[src/hdl/hpsf_pkg.sv]
// Package for the host port status flags block.
// Assumes a single device clock; used by hpsf_status, not by hpsf_sync.
`default_nettype none
package hpsf_pkg;
  localparam int unsigned STATUS_W = 16;
  // Bit positions in the status word
  localparam int unsigned BIT_MBOX_OUT = 0;
  localparam int unsigned BIT_RESET1 = 1;
  localparam int unsigned BIT_DONE1 = 2;
  localparam int unsigned BIT_DONE2 = 3;
  localparam int unsigned BIT_MSG1 = 4;
  localparam int unsigned BIT_MSG2 = 5;
  localparam int unsigned BIT_RESUME1 = 6;
  localparam int unsigned BIT_RESUME2 = 7;
  localparam int unsigned BIT_MBOX_IN = 8;
  localparam int unsigned BIT_RESET2 = 9;
  localparam int unsigned BIT_SOF1 = 10;
  localparam int unsigned BIT_RSVD11 = 11;
  localparam int unsigned BIT_SOF2 = 12;
  localparam int unsigned BIT_RSVD13 = 13;
  localparam int unsigned BIT_ID = 14;
  localparam int unsigned BIT_VBUS = 15;
  // Number of routed engine interrupt sources
  localparam int unsigned N_ROUTED = 8;
  // Reset value of the whole registered status word
  localparam logic [STATUS_W-1:0] STATUS_RST = 16'h0000;
  // Value driven on reserved positions
  localparam logic RSVD_VAL = 1'b0;
endpackage : hpsf_pkg
`default_nettype wire

[src/hdl/hpsf_status.sv]
// Status word served to the external host on the parallel host port.
// Assumes all event and strobe inputs are one-cycle pulses on core_clk;
// vbus_above_pin and otg_id_pin are raw pins and are synchronised here.
// Functional notes
// - Status word readable only by external host
// - Status read starts no CPU memory cycle
// - Bit 15 shows VBUS above threshold
// - Bit 14 shows the OTG ID level
// - Bits 12, 10 flag SOF/EOP events
// - Bits 9, 1 flag USB reset events
// - Bit 8 mailbox in, CPU read clears
// - Bits 7, 6 flag resume events
// - Bits 5, 4 message writes, status read clears
// - Bits 3, 2 flag done/endpoint events
// - Bit 0 mailbox out, host read clears
// - Engine events show only when routed to host
// - Message write sets flag and raises interrupt
// - Mailbox write raises interrupt; host read drops
`timescale 1ns/1ps
`default_nettype none
module hpsf_status (
  // Clock and reset
  input wire logic core_clk,
  input wire logic arst_n,
  // Pins from the OTG front end
  input wire logic vbus_above_pin,
  input wire logic otg_id_pin,
  // Engine interrupt pulses: [0]reset1 [1]done1 [2]done2 [3]resume1
  // [4]resume2 [5]reset2 [6]sof1 [7]sof2
  input wire logic [hpsf_pkg::N_ROUTED-1:0] engine_evt,
  // Routing bits, same order; 1 sends the event to the host port
  input wire logic [hpsf_pkg::N_ROUTED-1:0] route_to_host,
  // Clears from the host side handling of each engine flag
  input wire logic [hpsf_pkg::N_ROUTED-1:0] engine_clr,
  // CPU side strobes
  input wire logic cpu_msg1_wr,
  input wire logic cpu_msg2_wr,
  input wire logic cpu_mbox_wr,
  input wire logic cpu_mbox_rd,
  // Host side strobes
  input wire logic host_mbox_wr,
  input wire logic host_mbox_rd,
  input wire logic host_status_rd,
  // Host port outputs
  output logic [hpsf_pkg::STATUS_W-1:0] status_word,
  output logic host_interrupt_out
);
  localparam int unsigned NR = hpsf_pkg::N_ROUTED;

  logic [1:0] pins_sync;
  logic [NR-1:0] eng_q;
  logic [NR-1:0] eng_d;
  logic msg1_q;
  logic msg2_q;
  logic mbox_in_q;
  logic mbox_out_q;
  logic [hpsf_pkg::STATUS_W-1:0] status_q;
  logic [hpsf_pkg::STATUS_W-1:0] status_d;
  wire [NR-1:0] eng_set;
  wire msg1_d;
  wire msg2_d;
  wire mbox_in_d;
  wire mbox_out_d;

  // Pins cross into the clock domain before any use
  hpsf_sync #(
    .WIDTH(2)
  ) u_sync (
    .core_clk(core_clk),
    .arst_n(arst_n),
    .async_in({otg_id_pin, vbus_above_pin}),
    .sync_out(pins_sync)
  );

  // Only routed events are captured; set wins over clear
  assign eng_set = engine_evt & route_to_host;
  assign eng_d = eng_set | (eng_q & ~engine_clr);
  // Message flags: any CPU write sets, a status read clears
  assign msg1_d = cpu_msg1_wr | (msg1_q & ~host_status_rd);
  assign msg2_d = cpu_msg2_wr | (msg2_q & ~host_status_rd);
  assign mbox_in_d = host_mbox_wr | (mbox_in_q & ~cpu_mbox_rd);
  assign mbox_out_d = cpu_mbox_wr | (mbox_out_q & ~host_mbox_rd);

  // Assemble the word; the host reads it straight from flops, no memory cycle
  always_comb
  begin
    status_d = hpsf_pkg::STATUS_RST;
    status_d[hpsf_pkg::BIT_VBUS] = pins_sync[0];
    status_d[hpsf_pkg::BIT_ID] = pins_sync[1];
    status_d[hpsf_pkg::BIT_RSVD13] = hpsf_pkg::RSVD_VAL;
    status_d[hpsf_pkg::BIT_RSVD11] = hpsf_pkg::RSVD_VAL;
    status_d[hpsf_pkg::BIT_SOF2] = eng_q[7];
    status_d[hpsf_pkg::BIT_SOF1] = eng_q[6];
    status_d[hpsf_pkg::BIT_RESET2] = eng_q[5];
    status_d[hpsf_pkg::BIT_MBOX_IN] = mbox_in_q;
    status_d[hpsf_pkg::BIT_RESUME2] = eng_q[4];
    status_d[hpsf_pkg::BIT_RESUME1] = eng_q[3];
    status_d[hpsf_pkg::BIT_MSG2] = msg2_q;
    status_d[hpsf_pkg::BIT_MSG1] = msg1_q;
    status_d[hpsf_pkg::BIT_DONE2] = eng_q[2];
    status_d[hpsf_pkg::BIT_DONE1] = eng_q[1];
    status_d[hpsf_pkg::BIT_RESET1] = eng_q[0];
    status_d[hpsf_pkg::BIT_MBOX_OUT] = mbox_out_q;
  end

  // Sticky flags
  always_ff @(posedge core_clk or negedge arst_n)
  begin
    if (!arst_n)
    begin
      eng_q <= '0;
      msg1_q <= 1'b0;
      msg2_q <= 1'b0;
      mbox_in_q <= 1'b0;
      mbox_out_q <= 1'b0;
    end
    else
    begin
      eng_q <= eng_d;
      msg1_q <= msg1_d;
      msg2_q <= msg2_d;
      mbox_in_q <= mbox_in_d;
      mbox_out_q <= mbox_out_d;
    end
  end

  // Registered status word; no CPU port exists to reach it
  always_ff @(posedge core_clk or negedge arst_n)
  begin
    if (!arst_n)
    begin
      status_q <= hpsf_pkg::STATUS_RST;
    end
    else
    begin
      status_q <= status_d;
    end
  end

  assign status_word = status_q;
  // Interrupt follows any pending routed or message flag
  assign host_interrupt_out = (|eng_q) | msg1_q | msg2_q | mbox_out_q;

  // Assertions
  property p_msg_set;
    @(posedge core_clk) disable iff (!arst_n)
    cpu_msg1_wr |=> host_interrupt_out ##1 status_word[hpsf_pkg::BIT_MSG1];
  endproperty
  a_msg_set: assert property (p_msg_set) else $error("message write not flagged");

  property p_msg_clr;
    @(posedge core_clk) disable iff (!arst_n)
    host_status_rd && !cpu_msg2_wr |=> ##1 !status_word[hpsf_pkg::BIT_MSG2];
  endproperty
  a_msg_clr: assert property (p_msg_clr) else $error("status read did not clear msg2");

  property p_mbox_out;
    @(posedge core_clk) disable iff (!arst_n)
    cpu_mbox_wr |=> host_interrupt_out ##1 status_word[hpsf_pkg::BIT_MBOX_OUT];
  endproperty
  a_mbox_out: assert property (p_mbox_out) else $error("mailbox write lost");

  property p_mbox_drop;
    @(posedge core_clk) disable iff (!arst_n)
    host_mbox_rd && !cpu_mbox_wr |=> ##1 !status_word[hpsf_pkg::BIT_MBOX_OUT];
  endproperty
  a_mbox_drop: assert property (p_mbox_drop) else $error("mailbox out not cleared");

  property p_mbox_in;
    @(posedge core_clk) disable iff (!arst_n)
    host_mbox_wr |=> ##1 status_word[hpsf_pkg::BIT_MBOX_IN];
  endproperty
  a_mbox_in: assert property (p_mbox_in) else $error("mailbox in not set");

  property p_unrouted;
    @(posedge core_clk) disable iff (!arst_n)
    engine_evt[1] && !route_to_host[1] && !eng_q[1] |=> ##1 !status_word[hpsf_pkg::BIT_DONE1];
  endproperty
  a_unrouted: assert property (p_unrouted) else $error("unrouted event shown");

  property p_sof2;
    @(posedge core_clk) disable iff (!arst_n)
    engine_evt[7] && route_to_host[7] |=> host_interrupt_out ##1 status_word[hpsf_pkg::BIT_SOF2];
  endproperty
  a_sof2: assert property (p_sof2) else $error("routed sof2 not flagged");

  property p_rsvd;
    @(posedge core_clk) disable iff (!arst_n)
    !status_word[hpsf_pkg::BIT_RSVD13] && !status_word[hpsf_pkg::BIT_RSVD11];
  endproperty
  a_rsvd: assert property (p_rsvd) else $error("reserved bit nonzero");

  property p_vbus;
    @(posedge core_clk) disable iff (!arst_n)
    vbus_above_pin [*4] |-> status_word[hpsf_pkg::BIT_VBUS];
  endproperty
  a_vbus: assert property (p_vbus) else $error("vbus not reported");

  // VBUS pin low for four cycles, through both sync stages and the status flop, must read back low
  property p_vbus_low;
    @(posedge core_clk) disable iff (!arst_n)
    !vbus_above_pin [*4] |-> !status_word[hpsf_pkg::BIT_VBUS];
  endproperty
  a_vbus_low: assert property (p_vbus_low) else $error("vbus shown above threshold");

  property p_id;
    @(posedge core_clk) disable iff (!arst_n)
    otg_id_pin [*4] |-> status_word[hpsf_pkg::BIT_ID];
  endproperty
  a_id: assert property (p_id) else $error("id high not reported");

  property p_id_low;
    @(posedge core_clk) disable iff (!arst_n)
    !otg_id_pin [*4] |-> !status_word[hpsf_pkg::BIT_ID];
  endproperty
  a_id_low: assert property (p_id_low) else $error("id low not reported");

  // A clear landing with its own event must not lose that event
  property p_set_wins;
    @(posedge core_clk) disable iff (!arst_n)
    engine_evt[0] && route_to_host[0] && engine_clr[0]
      |=> host_interrupt_out ##1 status_word[hpsf_pkg::BIT_RESET1];
  endproperty
  a_set_wins: assert property (p_set_wins) else $error("clear beat a same-cycle reset1 event");

  c_msg: cover property (@(posedge core_clk) disable iff (!arst_n) cpu_msg1_wr ##[1:20] host_status_rd);
  c_set_wins: cover property (@(posedge core_clk) disable iff (!arst_n) engine_evt[0] && engine_clr[0]);
  c_mbox: cover property (@(posedge core_clk) disable iff (!arst_n) cpu_mbox_wr ##[1:20] host_mbox_rd);
  c_evt: cover property (@(posedge core_clk) disable iff (!arst_n) |eng_set);
endmodule // hpsf_status
`default_nettype wire

[src/hdl/hpsf_sync.sv]
// Two-stage level synchroniser for asynchronous pin inputs.
// Assumes the input is a slowly moving level from outside the clock domain.
`timescale 1ns/1ps
`default_nettype none
module hpsf_sync #(
  parameter int unsigned WIDTH = 2
) (
  // Clock and reset
  input wire logic core_clk,
  input wire logic arst_n,
  // Data
  input wire logic [WIDTH-1:0] async_in,
  output logic [WIDTH-1:0] sync_out
);
  logic [WIDTH-1:0] meta_q;
  logic [WIDTH-1:0] sync_q;

  // First stage feeds only the second stage
  always_ff @(posedge core_clk or negedge arst_n)
  begin
    if (!arst_n)
    begin
      meta_q <= '0;
      sync_q <= '0;
    end
    else
    begin
      meta_q <= async_in;
      sync_q <= meta_q;
    end
  end

  assign sync_out = sync_q;
endmodule // hpsf_sync
`default_nettype wire

[config.mk]
export PLATFORM = sky130hd
export DESIGN_NAME = hpsf_status
export DESIGN_NICKNAME = d
export VERILOG_FILES = /design/src/hdl/hpsf_pkg.sv /design/src/hdl/hpsf_status.sv /design/src/hdl/hpsf_sync.sv
export SDC_FILE = /design/constraint.sdc
export NUM_CORES = 1
export LEC_CHECK = 0
export BUFFER_PORTS_ARGS = -buffer_cell sky130_fd_sc_hd__buf_2
export CAP_MARGIN = 20
export CORE_MARGIN = 2
export CORE_UTILIZATION = 42
export DETAILED_ROUTE_END_ITERATION = 12
export PLACE_DENSITY = 0.84
export SETUP_SLACK_MARGIN = 0.5
export SYNTH_ARGS = -nofsm -noshare
export SYNTH_HDL_FRONTEND = slang
export SYNTH_HIERARCHICAL = 1
export SYNTH_SLANG_ARGS = --single-unit
[constraint.sdc]
create_clock -name core_clk -period 0.95 [get_ports core_clk]
set_input_delay 0.1425 -clock core_clk [delete_from_list [all_inputs] [get_ports core_clk]]
set_output_delay 0.1425 -clock core_clk [all_outputs]
set_load 0.03 [all_outputs]
==> impl_metrics.json, run 1 <==
{
  "holdWs_ps": -331,
  "die_area_um2": 2620,
  "viasPerCell": 4.35,
  "cts-root-buf": "clkbuf_4",
  "violations": "hold timing, setup timing",
  "period_minus_slack_ps": 1510,
  "yosys-top-cells-area": "dfrtp_1, inv_1, o21ai_0, a21o_1, nand2_1",
  "synth_fa_ha_area_share_pct": 0,
  "die_x_um": 51.1,
  "nFillCells": 135,
  "setup_viol": 15,
  "row_count": 17,
  "grt_first_pass_wirelength_mm": 3.02,
  "hold_violations": 38,
  "tritoncts": "built",
  "numCtsBuffers": 5,
  "fin_crit_sh_pct": 159,
  "gp_congestion": 0.630,
  "clock_sinks": 30,
  "skew_ps": 2.93,
  "worst-r2r-cell-count": 3,
  "hold_path.class": "input pin to async pin",
  "synth_cells": 68,
  "drc": 0,
  "synth_mux_area_share_pct": 0,
  "vdd_drop_max_mv": 1.29,
  "crit_required_ps": 810,
  "synth_top_family_by_area": "compound AO/OA/AOI/OAI gates",
  "use_met2_pct": 26.4,
  "final_common_cell": "buf_2",
  "path_clk_slew_ps": 90,
  "cp_max_fo": 3,
  "synth_top_area_share_pct": 80.4,
  "synth_xor_area_share_pct": 0,
  "grt_max_degree": 23,
  "critPathLaunchType": "flip-flop",
  "diodes": 0,
  "ys_warn_count": 6,
  "multi_input_area_um2": 180,
  "drt-total-wl_mm": 2.13,
  "firstDrtPassIters": 4,
  "synth_seq_area_share_pct": 80.4,
  "endpoint_kind": "output pin",
  "use_met3_pct": 9.36,
  "first_iter_violations": 4,
  "synth-simple-area-share_pct": 5.63,
  "outcome": "complete, but fails checks",
  "io_buffers": 49,
  "io_pins": 52,
  "crit_type": "flip-flop to output pin",
  "rsz0062_at_grt": "true",
  "pre_cts_ws_ps": -186,
  "setup_slack_ps": -561,
  "vias": 731,
  "grt_antenna_before_repair": 0,
  "fmax_mhz": 662,
  "cap_violations": 0,
  "overflow": 0,
  "ys_seq_elements": 30,
  "grt_pass1_vias": 718,
  "fp.dieH_um": 51.1,
  "use_met1_pct": 19.5,
  "p_per_area_nw_per_um2": 1690,
  "cts_htree_levels": 2,
  "layout.nets": 174,
  "final_cell_mix": "buf_2, buf_6, dfrtp_1, dfrtp_2",
  "hpwl_mm": 1.29,
  "p_total_uw": 2710,
  "clkLatencyLatePin_ps": 310,
  "clock_path_buffers": 2,
  "power.leakage_uw": 0.000806,
  "tns_ps": -1210,
  "syn_area_um2": 933,
  "seq_area_um2": 768,
  "synthToLayoutAreaGrowth_pct": 71.6,
  "initial_core_util_pct": 43.4,
  "crit_arrival_ps": 1370,
  "drv_slew": 0,
  "track_usage_pct": 17.0,
  "yosys.area.top_type": "dfrtp_1",
  "synthDistinctLibCells": 10,
  "layout-drive-gt1-share_pct": 72.1,
  "core_area_um2": 2150,
  "wl_per_cell_um": 12.7,
  "synth_compound_area_share_pct": 7.51,
  "postSynthAreaPerCell_um2": 13.7,
  "final_antenna_net_count": 0,
  "busiest_layer": "met2"
}
==> routing by layer <==
metal	wire length, µm	share of wire (%)	vias up
met5	0	0	-
met4	12	0.56	0
met3	214	10	2
met2	1120	52	43
met1	785	37	335
li1	-	-	351
==> Yosys cell counts <==
cell type and n:
dfrtp_1 30, inv_1 11, nand2_1 8, o21ai_0 8, a21o_1 4, buf_4 2
nor4_1 2, conb_1 1, nand3_1 1, nor3_1 1
==> kinds of logic (layout without fill, tap and decap cells) <==
group                  count (synthesis)  in the layout
and+or+nand+nor                       12             12
DFF                                   30             30
other                                  1              2
AOI/OAI and AO/OA                     12             12
buffers and inverters                 13             84
==> critical path, stage by stage, from the launching register on <==
cell	delay (ps)
dfrtp_1	420
nor3_1	320
nand3_2	150
buf_6	160
==> through the flow <==
step | utilization, % | area [µm²] | std cells
2_1_floorplan | - | 972 | 69
6_report | 74.5 | 1600 | 168
3_3_place_gp | 61.7 | 1330 | 154
5_1_grt | 74.5 | 1600 | 168
3_5_place_dp | 61.7 | 1330 | 154
4_1_cts | 71.3 | 1530 | 164
==> final timing paths <==
kind                                          from                 end  slack [ps]
max in group asynchronous                   arst_n     status_word[15]         890
min in group core_clk               vbus_above_pin    u_sync/meta_q[0]         -70
worst min-delay path                        arst_n            eng_q[0]        -330
worst max register to register              msg2_q              msg2_q          30
worst min register to register  u_sync/sync_out[1]     status_word[14]         350
worst max-delay path                      eng_q[7]  host_interrupt_out        -560
==> flip-flops by register name, indices dropped and copies added, names as in the netlist <==
register         flops
msg1_q               1
mbox_out_q           1
eng_q                8
u_sync/meta_q        2
mbox_in_q            1
status_word         14
u_sync/sync_out      2
msg2_q               1
==> area by class of cell <==
class	count	share of cell area (%)
tap	28	2.19
timing repair buffer	65	32.3
sequential	30	48.0
multi-input combinational	26	11.2
clock buffer	7	3.44
inverter	11	2.58
clock inverter	1	0.312
==> timing repair <==
action,4_1_cts,5_1_grt
setup buffers,2,4
endpoints found under the setup margin,43,43
pin swaps,3,1
resized for setup,46,10
endpoints found under the hold margin,42,42
==> power breakdown <==
part	switching, µW	leakage [µW]	internal, µW
Sequential	71.0	0.000336	1380
Clock	391	0.0000353	358
Combinational	241	0.000434	271
Total	703	0.000806	2010
Power figures use the tool's default switching activity.
==> run 2: changes to the inputs <==
SYNTH_HIERARCHICAL = unset   (was 1)
==> impl_metrics.json, run 2 <==
{
  "syn_area_um2": 933,
  "hpwl_mm": 1.42,
  "period_minus_slack_ps": 1410,
  "nFillCells": 135,
  "yosysMostFrequentCell": "dfrtp_1",
  "overflow": 0,
  "clkLatencyLatePin_ps": 310,
  "cap_violations": 0,
  "vias": 751,
  "viasPerCell": 4.42,
  "numCtsBuffers": 5,
  "firstDrtPassIters": 4,
  "yosys-top-cells-area": "dfrtp_1, inv_1, o21ai_0, a21o_1, nand2_1",
  "synthArstFlopShare_pct": 100,
  "synthFlopType": "dfrtp_1",
  "final_cell_mix": "buf_2, buf_6, dfrtp_1, dfrtp_2, nand2_1",
  "post-route-util_pct": 76.5,
  "cp_max_fo": 2,
  "hold_path.class": "input pin to async pin",
  "endpoint_kind": "output pin",
  "drt-total-wl_mm": 2.10,
  "largest_reg_flops": 14,
  "crit_arrival_ps": 1270,
  "final_antenna_net_count": 0,
  "clock_path_buffers": 2,
  "final_cell_area_um2": 1640,
  "synthDistinctLibCells": 10,
  "ys_seq_elements": 30,
  "drv_slew": 0,
  "p_per_area_nw_per_um2": 1750,
  "rsz0062_at_grt": "true",
  "yosys.area.top_type": "dfrtp_1",
  "row_count": 17,
  "grt_antenna_before_repair": 0,
  "outcome": "complete, but fails checks",
  "core_area_um2": 2150,
  "power.leakage_uw": 0.000829,
  "violations": "hold timing, setup timing",
  "place_area_um2": 1330,
  "r2r_end": "eng_q[1]",
  "io_buffers": 49,
  "initial_core_util_pct": 43.4,
  "layout-drive-gt1-share_pct": 73.9,
  "setup_slack_ps": -461,
  "drc": 0,
  "fin_crit_sh_pct": 149,
  "grt_max_degree": 23,
  "grt_first_pass_wirelength_mm": 3.35,
  "io_pins": 52,
  "diodes": 0,
  "gp_congestion": 0.617,
  "crit_required_ps": 810,
  "postSynthAreaPerCell_um2": 13.7,
  "skew_ps": 2.86,
  "worst-r2r-cell-count": 7,
  "vdd_drop_max_mv": 1.38,
  "rrSetupSlack_ps": -200,
  "synth_edf_count": 0,
  "path_clk_slew_ps": 90,
  "synth_commonest_cells": "dfrtp_1, inv_1, nand2_1, o21ai_0, a21o_1",
  "setup_viol": 17,
  "critPathLaunch": "eng_q[5]",
  "first_iter_violations": 14,
  "synth_top_area_share_pct": 80.4,
  "wl_per_cell_um": 12.3,
  "holdWs_ps": -327,
  "grt_pass1_vias": 797,
  "final_common_cell": "buf_2",
  "critPathLaunchType": "flip-flop",
  "r2r-start": "eng_q[1]",
  "die_x_um": 51.1,
  "cts-root-buf": "clkbuf_4",
  "fp.dieH_um": 51.1,
  "tritoncts": "built",
  "clock_sinks": 30,
  "synthToLayoutAreaGrowth_pct": 76.1,
  "layout.nets": 176,
  "hold_violations": 36,
  "tns_ps": -1370,
  "fmax_mhz": 709,
  "ys_warn_count": 0,
  "die_area_um2": 2620,
  "track_usage_pct": 18.5,
  "crit_type": "flip-flop to output pin",
  "synth_seq_area_share_pct": 80.4,
  "synth_cells": 68,
  "cts_htree_levels": 2
}
run 2: cell counts after synthesis:
Identical to the previous run, type by type.
run 2: cell families (layout without fill, tap and decap cells):
group	Yosys count	count (layout)	share of synthesized area, %
AOI/OAI and AO/OA	12	12	7.51
buffers and inverters	13	86	6.03
DFF	30	30	80.4
other	1	2	0.402
and+or+nand+nor	12	12	5.63
run 2: what timing repair did:
item / CTS / global route
pin swaps: 1 / 1
setup buffers: 4 / 3
setup endpoints to repair: 43 / 43
endpoints found under the hold margin: 41 / 36
resized for setup: 55 / 5
run 2: where the power goes:
| part | switching [µW] | total, µW | internal, µW |
|---|---|---|---|
| Clock | 401 | 906 | 506 |
| Sequential | 65.1 | 1450 | 1380 |
| Combinational | 246 | 533 | 288 |
run 2: worst max path at each step:
stage	slack (ps)	cells past startpoint	end
2_1_floorplan	-60	2	host_interrupt_out
3_3_place_gp	-140	3	host_interrupt_out
3_5_place_dp	-180	3	host_interrupt_out
4_1_cts	-490	3	host_interrupt_out
5_1_grt	-550	3	host_interrupt_out
6_report	-460	3	host_interrupt_out
run 2: metal layers:
metal	global-route usage (%)	share of wire [%]	vias to the layer above
met5	0	0	-
met4	9.01	2.1	0
met3	6.73	8.2	7
met2	32.7	53	40
met1	19.2	37	348
li1	-	-	356
run 2: per-stage QoR:
stage,hold slack [ps],worst slack (ps),cells,power [µW]
floorplan,-153,-62.0,69,1610
global placement,5.91,-144,155,1810
detailed placement,7.94,-182,155,1830
CTS,-336,-490,167,2890
global route,-329,-547,170,3010
finish,-327,-461,170,2890
run 2: worst max-delay path: stages, from the launching register on:
cell and delay (ps):
dfrtp_1 410, nor4_4 290, nand3_2 110, buf_6 150
run 2: final cells by class:
| cell class | instances | area, µm² | area share [%] |
|---|---|---|---|
| Sequential cell | 30 | 768 | 46.7 |
| Timing Repair Buffer | 67 | 543 | 33.0 |
| Multi-Input combinational cell | 26 | 175 | 10.7 |
| Inverter | 11 | 43.8 | 2.66 |
| Tap cell | 28 | 35.0 | 2.13 |
| Clock buffer | 8 | 78.8 | 4.79 |
==> run 3: changes to the inputs <==
RECOVER_POWER = 25   (was unset)
==> impl_metrics.json, run 3 (synthesized netlist as in run 2, its figures left out) <==
{
  "clock_sinks": 30,
  "crit_path_max_incr_delay_ps": 410,
  "holdWs_ps": -264,
  "initial_core_util_pct": 43.4,
  "rsz0062_at_grt": "true",
  "p_per_area_nw_per_um2": 1770,
  "violations": "hold timing, setup timing",
  "clkLatencyLatePin_ps": 310,
  "wl_per_cell_um": 12.3,
  "largest_reg_flops": 14,
  "final_antenna_net_count": 0,
  "final_cell_mix": "buf_2, buf_6, dfrtp_1, dfrtp_2, nand2_1",
  "hpwl_mm": 1.42,
  "clock_path_buffers": 2,
  "track_usage_pct": 18.5,
  "dpl.cell_count": 155,
  "overflow": 0,
  "diodes": 0,
  "firstDrtPassIters": 4,
  "fin_crit_sh_pct": 149,
  "cts-root-buf": "clkbuf_4",
  "p_total_uw": 2880,
  "worst-r2r-cell-count": 7,
  "tritoncts": "built",
  "power.leakage_uw": 0.000821,
  "vias": 752,
  "period_minus_slack_ps": 1410,
  "endpoint_kind": "output pin",
  "setup_slack_ps": -461,
  "final_cell_area_um2": 1630,
  "relSlewSlack_pct": 65.5,
  "tightest_slew_ps": 517,
  "die_area_um2": 2620,
  "layout.nets": 176,
  "critPathLaunchType": "flip-flop",
  "fmax_mhz": 708,
  "io_pins": 52,
  "drt-total-wl_mm": 2.09,
  "gp_congestion": 0.617,
  "crit_required_ps": 810,
  "outcome": "complete, but fails checks",
  "io_buffers": 49,
  "setup_viol": 17,
  "die_x_um": 51.1,
  "crit_chain": "nor4_4, nand3_2, buf_6",
  "crit_arrival_ps": 1270,
  "numCtsBuffers": 5,
  "cp_max_fo": 2,
  "hold_path.class": "input pin to async pin",
  "grt_max_degree": 23,
  "cap_violations": 0,
  "grt_pass1_vias": 797,
  "grt_first_pass_wirelength_mm": 3.35,
  "path_clk_slew_ps": 90,
  "core_area_um2": 2150,
  "row_count": 17,
  "pre_cts_ws_ps": -182,
  "crit_type": "flip-flop to output pin",
  "synthToLayoutAreaGrowth_pct": 74.4,
  "hold_violations": 14,
  "fin_cells": 170,
  "drc": 0,
  "final_common_cell": "buf_2",
  "layout-drive-gt1-share_pct": 73.2,
  "first_iter_violations": 13,
  "drv_slew": 0,
  "r2r-start": "eng_q[1]",
  "vdd_drop_max_mv": 1.38,
  "crit_slowest_cell": "dfrtp_1",
  "fp.dieH_um": 51.1,
  "critPathLaunch": "eng_q[5]",
  "place_area_um2": 1330,
  "viasPerCell": 4.42,
  "grt_antenna_before_repair": 0,
  "cts_htree_levels": 2,
  "skew_ps": 2.86
}
==> run 3: cell types whose count changed in the layout (fill, tap and decap cells not counted), sizes merged <==
| cell | before | now |
|---|---|---|
| clkbuf | 8 | 10 |
| buf | 67 | 65 |
==> run 3: what timing repair did <==
| action | CTS | global route |
|---|---|---|
| gates resized for setup | 55 | 5 |
| buffers inserted | 4 | 3 |
| hold endpoints to repair | 41 | 36 |
| setup endpoints to repair | 43 | 43 |
| cloned | 0 | 0 |
| pin swaps | 1 | 1 |
==> run 3: cell type report <==
class | count | area, µm²
well taps | 28 | 35.0
inverters | 11 | 43.8
multi-input cells | 26 | 175
clock buffers | 8 | 78.8
fillers | 138 | 520
flip-flops and latches | 30 | 768
repair buffers | 67 | 527
==> run 3: where the power goes <==
group | internal (µW) | switching, µW
logic | 280 | 244
clock network | 506 | 401
registers | 1380 | 64.9
total | 2170 | 710
==> run 3: layer usage <==
layer	routed length, µm	global-route usage, %	vias to the layer above
met5	0	0	-
met4	45	9.01	0
met3	168	6.73	7
met2	1110	32.7	40
met1	770	19.2	349
li1	-	-	356
==> run 3: path summary, 6_finish.rpt <==
kind,slack [ps],endpoint
worst max-delay path,-460,host_interrupt_out
worst min-delay path,-260,mbox_in_q
worst max register to register,-200,eng_q[1]
worst min register to register,350,status_word[14]
max in group asynchronous,340,status_word[15]
min in group core_clk,-70,u_sync.meta_q[1]
==> run 3: per-stage QoR <==
stage	setup TNS [ps]	utilization (%)
final	-1370	75.8
after global routing	-1990	75.8
after CTS	-1630	74.7
after detailed placement	-182	62.0
after global placement	-144	62.0
after floorplan	-62.0	-
==> run 3: critical path, delay by kind of cell, from the launching register on <==
family / cells / cell delay (ps)
flops: 1 / 410
buf+inv: 1 / 150
simple gates: 2 / 400
